<file path="config.mk">
export PLATFORM = sky130hd
export DESIGN_NAME = rdc_top
export DESIGN_NICKNAME = d
export VERILOG_FILES = /design/src/common/rdc_pkg.sv /design/src/verilog/rdc_top.sv
export VERILOG_INCLUDE_DIRS = /design/src /design/src/common
export SDC_FILE = /design/constraint.sdc
export NUM_CORES = 1
export LEC_CHECK = 0
export BUFFER_PORTS_ARGS = -buffer_cell sky130_fd_sc_hd__buf_4
export CAP_MARGIN = 10
export CORE_MARGIN = 2
export CORE_UTILIZATION = 48
export CTS_CLUSTER_SIZE = 20
export DETAILED_ROUTE_END_ITERATION = 16
export GPL_ROUTABILITY_DRIVEN = 1
export PLACE_DENSITY = 0.78
export SLEW_MARGIN = 10
export SYNTH_ARGS = -nofsm -noshare
export SYNTH_HDL_FRONTEND = slang
export SYNTH_SLANG_ARGS = --single-unit
</file>
<file path="constraint.sdc">
create_clock -name clk_i -period 1.9 [get_ports clk_i]
set_input_delay 0.095 -clock clk_i [delete_from_list [all_inputs] [get_ports clk_i]]
set_output_delay 0.095 -clock clk_i [all_outputs]
set_load 0.1 [all_outputs]
</file>
<file path="src/common/rdc_cfg.svh">
/*
  Constants of the relay distributor controller: register offsets, field
  positions, reset values and default timing counts.
  Assumes inclusion by bare name from package and design files.
*/
`ifndef RDC_CFG_SVH
`define RDC_CFG_SVH

// Register offsets on the bus (byte addresses)
`define RDC_ADR_CTRL 4'h0
`define RDC_ADR_STAT 4'h4
`define RDC_ADR_ORDER 4'h8
`define RDC_ADR_FAULT 4'hC

// Control register bits
`define RDC_CTRL_SYSRST 0
`define RDC_CTRL_DIAG 1
`define RDC_CTRL_INSVC 2

// Status register bits
`define RDC_STAT_BUSY 0
`define RDC_STAT_FAIL 1
`define RDC_STAT_QUAR 2
`define RDC_STAT_DONE 3
`define RDC_STAT_VERIFY 4

// Fault code bits
`define RDC_F_ADDR 0
`define RDC_F_PATH 1
`define RDC_F_MULTI 2
`define RDC_F_NONE 3
`define RDC_F_STAGE1 4
`define RDC_F_NOMOVE 5
`define RDC_F_DBLREL 6

// Order field positions, lsb of each field
`define RDC_POS_FIRST 0
`define RDC_POS_SECOND 8
`define RDC_POS_FOURTH 16
`define RDC_POS_THIRD 20
`define RDC_POS_OPREL 22
`define RDC_POS_HALF 24
`define RDC_POS_CTYPE 26

// Both bits of the cycle type field set
`define RDC_CTYPE_DIAG 2'h3

// Default cycle counts at 40 MHz
`define RDC_WIN_CYC 88
`define RDC_STROBE_CYC 40
`define RDC_HOLD_CYC 80
`define RDC_MOVE_TMO 400

`define RDC_ZERO28 28'h0000000
`define RDC_ZERO7 7'h00
`define RDC_ZERO32 32'h00000000

`endif

</file>
<file path="src/common/rdc_pkg.sv">
/*
  Types of the relay distributor controller.
  Assumes rdc_cfg.svh is on the include path.
*/
`include "rdc_cfg.svh"
package rdc_pkg;

  // Address order split into its one-hot fields
  typedef struct packed {
    logic [1:0] cycle_type_select;
    logic [1:0] selector_half_select;
    logic [1:0] operate_release_select;
    logic [1:0] path_group_third;
    logic [3:0] path_group_fourth;
    logic [7:0] path_group_second;
    logic [7:0] path_group_first;
  } rdc_order_s;

  // Feedback from the selector and relay detectors
  typedef struct packed {
    logic path_one;
    logic relay_multi;
    logic relay_none;
    logic stage1_err;
    logic armature_move;
    logic double_release;
  } rdc_sense_s;

  typedef enum logic [2:0] {
    RDC_IDLE = 3'b000,
    RDC_WINDOW = 3'b001,
    RDC_CHECK = 3'b010,
    RDC_DRIVE = 3'b011,
    RDC_HOLD = 3'b100,
    RDC_FAIL = 3'b101
  } rdc_state_e;

endpackage

</file>
<file path="src/verilog/rdc_top.sv">
/*
  Relay distributor controller: takes an enable and a one-hot address order
  from one of two buses, checks it, drives a path and the relay pulser, and
  confirms armature movement before clearing itself. Wishbone classic slave.
  Assumes sense inputs and bus pins are asynchronous and are filtered here;
  the processor sends one-hot orders and resets the controller after faults.
*/
// Functional notes
// - Enable pulse opens the address window and starts a cycle.
// - Closing the window returns an enable-verify signal to the processor.
// - Address is captured only from the bus the processor selected.
// - Address buffer is 28 bits in seven fields, held all cycle.
// - An order is valid only when every field has exactly one bit.
// - Fields choose path, operate or release, selector half, cycle type.
// - With diagnostic option, both cycle type bits form a diagnostic order.
// - Any field not one-hot halts the cycle and reports a fault.
// - Exactly one route through the selector, else stop and report.
// - Two or more relays on the output stops cycle with fault.
// - With diagnostic option, no relay found stops cycle with fault.
// - With diagnostic option, first selection stage errors are checked.
// - Armature movement marks success and clears the address buffer.
// - No movement is a fault reported with the following cycle; the code flags it at once, and the system reset clears it first.
// - Release of a released relay ends the cycle early.
// - Movement detector is ignored until a settling interval elapses.
// - End reset needs movement and selection drive held for set time.
// - After reset, enable and address are cleared, ready for next order.
// - After failure no end reset; processor system reset clears it.
// - Power-on clears registers and starts quarantined, out of service.
`timescale 1ns/100ps
`include "rdc_cfg.svh"
module rdc_top #(
  parameter int WIN_CYC = `RDC_WIN_CYC,
  parameter int STROBE_CYC = `RDC_STROBE_CYC,
  parameter int HOLD_CYC = `RDC_HOLD_CYC,
  parameter int MOVE_TMO = `RDC_MOVE_TMO,
  parameter bit DIAG_FITTED = 1'b1
) (
  input wire logic clk_i,
  input wire logic rst_i,
  input wire logic wb_cyc_i,
  input wire logic wb_stb_i,
  input wire logic wb_we_i,
  input wire logic [3:0] wb_adr_i,
  input wire logic [3:0] wb_sel_i,
  input wire logic [31:0] wb_dat_i,
  output logic [31:0] wb_dat_o,
  output logic wb_ack_o,
  input wire logic [1:0] enable_i,
  input wire logic [27:0] bus0_addr_i,
  input wire logic [27:0] bus1_addr_i,
  input wire logic [5:0] sense_i,
  output logic enable_verify_o,
  output logic [27:0] select_o,
  output logic operate_o,
  output logic release_o,
  output logic fault_o,
  output logic quarantine_o
);

  localparam int CW = 10;

  // Three-stage pin filters for enables, sense and address lines
  // All of these come from another domain, so the first stage may go
  // metastable; only later stages are ever looked at
  logic [1:0] en_s1, en_s2, en_s3, en_q;
  logic [5:0] sn_s1, sn_s2, sn_s3, sn_q;
  logic [27:0] a0_s1, a0_s2, a0_s3, a1_s1, a1_s2, a1_s3;
  always_ff @(posedge clk_i) begin
    en_s1 <= enable_i;
    en_s2 <= en_s1;
    en_s3 <= en_s2;
    sn_s1 <= sense_i;
    sn_s2 <= sn_s1;
    sn_s3 <= sn_s2;
    a0_s1 <= bus0_addr_i;
    a0_s2 <= a0_s1;
    a1_s1 <= bus1_addr_i;
    a1_s2 <= a1_s1;
    a0_s3 <= a0_s2;
    a1_s3 <= a1_s2;
  end

  // A change counts once the second and third stages agree
  always_ff @(posedge clk_i) begin
    if (rst_i) begin
      en_q <= 2'h0;
      sn_q <= 6'h00;
    end else begin
      en_q <= (en_s2 & en_s3) | (en_q & (en_s2 | en_s3));
      sn_q <= (sn_s2 & sn_s3) | (sn_q & (sn_s2 | sn_s3));
    end
  end

  rdc_pkg::rdc_sense_s sense;
  assign sense = rdc_pkg::rdc_sense_s'(sn_q);

  // Bus decode
  wire bus_req = wb_cyc_i & wb_stb_i & ~wb_ack_o;
  wire wr_ctrl = bus_req & wb_we_i & wb_sel_i[0] & (wb_adr_i == `RDC_ADR_CTRL);

  logic [1:0] en_d;
  logic bus_sel;
  logic [27:0] order;
  logic in_service;
  logic diag_en;
  logic fail;
  logic done;
  logic prev_nomove;
  logic [6:0] fault_code;
  logic [CW-1:0] cnt;
  rdc_pkg::rdc_state_e state, next_state;

  // Enable pulse edge on either bus input
  wire [1:0] en_rise = en_q & ~en_d;
  wire start = (en_rise != 2'h0) & in_service & (state == rdc_pkg::RDC_IDLE);
  wire sys_reset = wr_ctrl & wb_dat_i[`RDC_CTRL_SYSRST];

  // Address bits count once two filter stages agree; a glitch on a
  // line mid-window would otherwise be OR-ed into the buffer for good
  wire [27:0] a0_ok = a0_s2 & a0_s3;
  wire [27:0] a1_ok = a1_s2 & a1_s3;
  // Steering: only the selected bus feeds the buffer, so the idle
  // bus may carry anything without disturbing the order
  wire [27:0] steered = bus_sel ? a1_ok : a0_ok;

  rdc_pkg::rdc_order_s ord;
  assign ord = rdc_pkg::rdc_order_s'(order);

  function automatic logic one_hot8(input logic [7:0] v);
    one_hot8 = (v != 8'h00) && ((v & (v - 8'h01)) == 8'h00);
  endfunction

  // One-hot check of every field; diag order allowed with option
  wire ctype_diag = DIAG_FITTED && diag_en
                    && (ord.cycle_type_select == `RDC_CTYPE_DIAG);
  wire ctype_ok = one_hot8({6'h00, ord.cycle_type_select}) | ctype_diag;
  wire addr_ok = one_hot8(ord.path_group_first)
                 & one_hot8(ord.path_group_second)
                 & one_hot8({4'h0, ord.path_group_fourth})
                 & one_hot8({6'h00, ord.path_group_third})
                 & one_hot8({6'h00, ord.operate_release_select})
                 & one_hot8({6'h00, ord.selector_half_select})
                 & ctype_ok;

  wire is_release = ord.operate_release_select[1];
  wire diag_on = DIAG_FITTED && diag_en;

  // Path and relay checks, valid once the selection is driven
  wire path_bad = ~sense.path_one;
  wire multi_bad = sense.relay_multi;
  wire none_bad = diag_on & sense.relay_none;
  wire stage1_bad = diag_on & sense.stage1_err;
  wire dbl_rel = is_release & sense.double_release;
  wire strobe_open = (cnt >= CW'(STROBE_CYC));
  wire moved = strobe_open & sense.armature_move;

  // Next state
  // Double release is tested before the strobe on purpose: waiting
  // for chatter to settle would leave time for the relay to operate
  always_comb begin
    next_state = state;
    unique case (state)
      rdc_pkg::RDC_IDLE: begin
        if (start) begin
          next_state = rdc_pkg::RDC_WINDOW;
        end
      end
      rdc_pkg::RDC_WINDOW: begin
        if (cnt == CW'(WIN_CYC - 1)) begin
          next_state = rdc_pkg::RDC_CHECK;
        end
      end
      rdc_pkg::RDC_CHECK: begin
        if (!addr_ok) begin
          next_state = rdc_pkg::RDC_FAIL;
        end else begin
          next_state = rdc_pkg::RDC_DRIVE;
        end
      end
      rdc_pkg::RDC_DRIVE: begin
        if (dbl_rel) begin
          next_state = rdc_pkg::RDC_FAIL;
        end else if (strobe_open && (path_bad || multi_bad || none_bad || stage1_bad)) begin
          next_state = rdc_pkg::RDC_FAIL;
        end else if (moved) begin
          next_state = rdc_pkg::RDC_HOLD;
        end else if (cnt == CW'(MOVE_TMO - 1)) begin
          next_state = rdc_pkg::RDC_FAIL;
        end
      end
      rdc_pkg::RDC_HOLD: begin
        if (cnt >= CW'(HOLD_CYC - 1)) begin
          next_state = rdc_pkg::RDC_IDLE;
        end
      end
      rdc_pkg::RDC_FAIL: begin
        next_state = rdc_pkg::RDC_FAIL;
      end
      default: begin
        next_state = rdc_pkg::RDC_FAIL;
      end
    endcase
  end

  // Sequencer with its cycle counter
  // One counter serves window, strobe, timeout and hold; it restarts
  // on every state change, so each phase counts from zero
  always_ff @(posedge clk_i) begin
    if (rst_i || sys_reset) begin
      state <= rdc_pkg::RDC_IDLE;
      cnt <= '0;
    end else begin
      state <= next_state;
      cnt <= (next_state != state) ? '0 : cnt + CW'(1);
    end
  end

  // Enable register and address buffer
  // The buffer only accumulates during the window; a failed cycle
  // keeps it for inspection until the system reset
  always_ff @(posedge clk_i) begin
    if (rst_i) begin
      en_d <= 2'h0;
      bus_sel <= 1'b0;
      order <= `RDC_ZERO28;
    end else begin
      en_d <= en_q;
      if (start) begin
        bus_sel <= en_rise[1];
        order <= `RDC_ZERO28;
      end else if (state == rdc_pkg::RDC_WINDOW) begin
        order <= order | steered;
      end else if (sys_reset
                   || (state == rdc_pkg::RDC_HOLD && next_state == rdc_pkg::RDC_IDLE)) begin
        order <= `RDC_ZERO28;
      end
    end
  end

  // Fault bookkeeping; a missed movement stays visible until the system reset
  always_ff @(posedge clk_i) begin
    if (rst_i) begin
      fail <= 1'b0;
      done <= 1'b0;
      prev_nomove <= 1'b0;
      fault_code <= `RDC_ZERO7;
    end else if (sys_reset) begin
      fail <= 1'b0;
      prev_nomove <= 1'b0;
      fault_code <= `RDC_ZERO7;
    end else begin
      if (start) begin
        done <= 1'b0;
      end
      if (state == rdc_pkg::RDC_HOLD && next_state == rdc_pkg::RDC_IDLE) begin
        done <= 1'b1;
        prev_nomove <= 1'b0;
      end
      if (next_state == rdc_pkg::RDC_FAIL && state != rdc_pkg::RDC_FAIL) begin
        fail <= 1'b1;
        fault_code[`RDC_F_ADDR] <= (state == rdc_pkg::RDC_CHECK);
        fault_code[`RDC_F_PATH] <= (state == rdc_pkg::RDC_DRIVE) & path_bad;
        fault_code[`RDC_F_MULTI] <= (state == rdc_pkg::RDC_DRIVE) & multi_bad;
        fault_code[`RDC_F_NONE] <= (state == rdc_pkg::RDC_DRIVE) & none_bad;
        fault_code[`RDC_F_STAGE1] <= (state == rdc_pkg::RDC_DRIVE) & stage1_bad;
        fault_code[`RDC_F_DBLREL] <= dbl_rel;
        fault_code[`RDC_F_NOMOVE] <= (state == rdc_pkg::RDC_DRIVE) & ~dbl_rel
                                     & (cnt == CW'(MOVE_TMO - 1));
        prev_nomove <= (state == rdc_pkg::RDC_DRIVE) & (cnt == CW'(MOVE_TMO - 1));
      end
    end
  end

  // Control: starts quarantined after power-up
  // Software must set in service before any enable is honoured, so
  // a half-initialised controller never drives the selector
  always_ff @(posedge clk_i) begin
    if (rst_i) begin
      in_service <= 1'b0;
      diag_en <= 1'b0;
    end else if (wr_ctrl) begin
      in_service <= wb_dat_i[`RDC_CTRL_INSVC];
      diag_en <= wb_dat_i[`RDC_CTRL_DIAG];
    end
  end

  // Outputs, all registered
  wire driving = (state == rdc_pkg::RDC_DRIVE) | (state == rdc_pkg::RDC_HOLD);
  // A double release drops the whole path, not just the pulser, so the
  // selector never sits on a relay with no command behind it
  wire drive_ok = driving & ~dbl_rel;
  always_ff @(posedge clk_i) begin
    if (rst_i) begin
      enable_verify_o <= 1'b0;
      select_o <= `RDC_ZERO28;
      operate_o <= 1'b0;
      release_o <= 1'b0;
      fault_o <= 1'b0;
      quarantine_o <= 1'b1;
    end else begin
      enable_verify_o <= (state == rdc_pkg::RDC_WINDOW)
                         && (cnt == CW'(WIN_CYC - 1));
      select_o <= drive_ok ? order : `RDC_ZERO28;
      operate_o <= drive_ok & ord.operate_release_select[0];
      release_o <= drive_ok & is_release;
      fault_o <= fail | (next_state == rdc_pkg::RDC_FAIL) | prev_nomove;
      quarantine_o <= ~in_service;
    end
  end

  // Read mux
  // Status is read live, not latched, so a poll may see busy one
  // cycle after the sequencer has already moved on
  wire [31:0] stat_word = {27'h0000000,
                           enable_verify_o,
                           done,
                           ~in_service,
                           fail,
                           state != rdc_pkg::RDC_IDLE};
  wire [31:0] rd_mux = (wb_adr_i == `RDC_ADR_CTRL) ? {29'h00000000, in_service, diag_en, 1'b0}
                     : (wb_adr_i == `RDC_ADR_STAT) ? stat_word
                     : (wb_adr_i == `RDC_ADR_ORDER) ? {4'h0, order}
                     : (wb_adr_i == `RDC_ADR_FAULT) ? {25'h0000000, fault_code}
                     : `RDC_ZERO32;

  // Single-cycle ack; unmapped reads return zero
  // Ack masks the request for one cycle so a held strobe is not
  // taken twice; the master must drop stb between transfers
  always_ff @(posedge clk_i) begin
    if (rst_i) begin
      wb_ack_o <= 1'b0;
      wb_dat_o <= `RDC_ZERO32;
    end else begin
      wb_ack_o <= bus_req;
      wb_dat_o <= bus_req ? rd_mux : `RDC_ZERO32;
    end
  end

endmodule

</file>
==> flow_summary.yaml <==
cts:
  clk_path_buf_depth: 3
  clock_sinks: 318
  clkTransAtPathRegs_ns: 0.07
  cts_tree: "done"
  h-tree-depth: 1
  clock-root-buffer: "clkbuf_16"
  cts_made_buffers: 29
  clk_latency_ns: 0.55
synth:
  synth_compound_area_share_pct: 7.75
  seq_area_frac_synth_pct: 71.4
  synthTopCellsByArea: "dfxtp_1 (71%), and2_1 (3.6%), nand2_1 (2.6%), o21ai_0 (2.5%), a21oi_1 (2.4%)"
  synth_top_family_by_area: "simple AND/OR/NAND/NOR gates"
  synth_edf_count: 0
  synth_top_area_share_pct: 71.4
  synth_area_mm2: 0.00892
  yosysTopAreaCell: "dfxtp_1"
  synthArstFlopShare_pct: 0
  synth.avg_cell_area_um2: 11.5
  synth_warnings: 0
  ys_types: 57
  synth_fa_ha_area_share_pct: 0.421
  yosys.area_share.simple_pct: 15.2
  ys_ff_latch: 318
  synth_mux_area_share_pct: 1.99
  yosys.area_share.xor_xnor_pct: 1.18
  synthFlopType: "dfxtp_1"
  syn_inst: 775
grt:
  grt_start_max_net_pins: 31
  grt_pass1_wl_um: 31800
  grt_pass1_vias: 6499
  grt.total_usage_pct: 20.1
  antenna_found_initial: 0
  overflow: 0
power:
  power_frac_comb_pct: 3.5
  powerDensity_mw_per_mm2: 1060
  finalPower_mw: 13.5
  power.share.clock_pct: 44.8
  p_seq_share_pct: 51.7
  power.leakage_nw: 5.43
  p_int_mw: 10.8
  p_sw_mw: 2.76
  switching_share_pct: 20.4
  peakVddDrop_mv: 0.916
routing:
  drc_errors: 0
  num_vias: 6383
  initialDrtViolationCount: 323
  wl_per_cell_um: 16.1
  via_per_inst: 4.89
  wirelength_um: 21000
  drt_pass1_iterations: 4
  antenna_left: 0
sta:
  setup_violations: 4
  fin_ws_ns: -0.0876
  worst_slew_pin_slew_ns: 0.504
  hold_slack_ns: 0.0277
  drv_slew: 0
  fmax_mhz: 503
  hold_viol_final: 0
  slew_headroom_pct: 66.0
  min_period_over_period_pct: 105
  worst_clock_skew_ns: 0.0185
  fin_setup_tns_ns: -0.223
  rsz0062_at_grt: "yes"
  min_period_ns: 1.99
setup_path:
  critPathMaxFanout: 8
  worstPathArrival_ns: 2.42
  endpoint_kind: "flip-flop"
  critPathKind: "flip-flop to flip-flop"
  critPathLaunchType: "flip-flop"
  required_ns: 2.33
placement:
  gp_congestion: 0.891
  place_ws_ns: -0.0828
  portBuffers: 138
  dp_hpwl_um: 12800
die:
  coreArea_mm2: 0.0181
  start_util_pct: 49.3
  dieArea_mm2: 0.0197
  die_y_um: 140
  die_x_um: 140
  row_count: 49
  io_pins: 175
status:
  status: "finished, violations left"
  violations: "setup timing"
final_layout:
  drive_gt1_share_pct: 28.4
  nets: 1166
  diodes: 0
  utilization_pct: 70.4
  area_delta_synth_final_pct: 42.6
flow_run:
  drv_cap: 0
min_path:
  min_path_type: "primary input to flip-flop"
==> power by group through the flow <==
stage / registers (mW) / clock network (mW) / logic [mW]
4_1_cts: 6.99 / 6.11 / 0.436
5_1_grt: 7.01 / 6.40 / 0.509
2_1_floorplan: 7.12 / 0 / 0.133
6_report: 6.99 / 6.05 / 0.473
3_3_place_gp: 7.12 / 0 / 0.311
3_5_place_dp: 7.14 / 0 / 0.317
==> repair_timing <==
action,in CTS,in global routing
endpoints found under the setup margin,46,74
gates resized for setup,21,25
hold buffers,73,0
buffers inserted,3,4
pin swaps,5,10
cloned,0,4
endpoints found under the hold margin,94,0
==> Yosys cell counts, types with 3 or more instances <==
| master | number |
|---|---|
| clkbuf_1 | 18 |
| buf_2 | 7 |
| nor3_1 | 22 |
| o21ai_0 | 44 |
| and2_1 | 52 |
| a211oi_1 | 5 |
| a22oi_1 | 5 |
| a21oi_1 | 43 |
| or3_1 | 6 |
| nand3_1 | 39 |
| nand2b_1 | 4 |
| buf_4 | 4 |
| mux2i_1 | 11 |
| xor2_1 | 8 |
| nand2_1 | 61 |
| inv_1 | 7 |
| nand4_1 | 3 |
| nor2b_1 | 3 |
| mux2_2 | 4 |
| ha_1 | 3 |
| nor2_1 | 57 |
| xnor2_1 | 4 |
| nor4_1 | 6 |
| dfxtp_1 | 318 |
==> logic make-up (layout without fill, tap and decap cells) <==
logic type      after synthesis  in the layout
compound gates              117            117
xor+xnor                     12             12
fa+ha+maj                     3              3
buf+inv                      40            339
flops                       318            318
mux                          16             16
other cells                   1              4
simple gates                268            268
==> placed cells by master (no fill, tap or decap), types with 7 or more instances in the layout <==
| cell | Yosys | final |
|---|---|---|
| a21oi_1 | 43 | 40 |
| and2_1 | 52 | 52 |
| buf_4 | 4 | 195 |
| clkbuf_16 | 0 | 33 |
| dfxtp_1 | 318 | 311 |
| dfxtp_2 | 0 | 7 |
| dlygate4sd3_1 | 0 | 71 |
| inv_1 | 7 | 7 |
| mux2i_1 | 11 | 11 |
| nand2_1 | 61 | 60 |
| nand3_1 | 39 | 38 |
| nor2_1 | 57 | 55 |
| nor3_1 | 22 | 18 |
| o21ai_0 | 44 | 44 |
| xor2_1 | 8 | 8 |
==> metrics by stage <==
| stage | area, um^2 | cells |
|---|---|---|
| floorplan | 8930 | 778 |
| global placement | 10600 | 1169 |
| detailed placement | 10600 | 1169 |
| CTS | 12500 | 1299 |
| global route | 12700 | 1306 |
| finish | 12700 | 1306 |
==> critical path, stage by stage (launching register included) <==
cell	delay, ns
dfxtp_2	0.33
or4_1	0.53
or3_4	0.36
and4_4	0.18
nor2_8	0.13
nand2_8	0.09
a32o_2	0.25
==> registers in the layout, indices dropped and copies added, names as in the netlist, 3 cells and up <==
signal      flops
sn_s1           6
fault_code      7
cnt            10
a0_s1          28
a1_s2          28
ord            28
sn_s3           6
a1_s1          28
a0_s3          28
wb_dat_o       28
sense           6
state           3
a0_s2          28
select_o       28
sn_s2           6
a1_s3          28
==> final timing paths <==
| path | start | end | slack (ns) | cells after the start |
|---|---|---|---|---|
| setup / recovery | cnt[9] | fault_code[0] | -0.09 | 6 |
| hold / removal | wb_adr_i[1] | wb_dat_o[1] | 0.03 | 4 |
| setup reg to reg | cnt[9] | fault_code[0] | -0.09 | 6 |
| hold reg to reg | a1_s1[14] | a1_s2[14] | 0.32 | 0 |
==> layer usage <==
metal,wire length (um),track usage (%),vias up
met5,0,0,-
met4,479,6.96,0
li1,-,-,3167
met1,8740,24.4,2983
met3,1180,3.83,43
met2,10600,35.8,190
==> cell type report <==
| cell class | count | area [um^2] |
|---|---|---|
| clock buffer | 39 | 813 |
| clock inverter | 15 | 204 |
| fill | 1189 | 5360 |
| inverter | 7 | 26.3 |
| multi-input combinational | 420 | 2620 |
| sequential | 318 | 6370 |
| tap | 229 | 287 |
| timing repair buffer | 278 | 2400 |
Note: power is estimated with default switching activity, not from simulation.
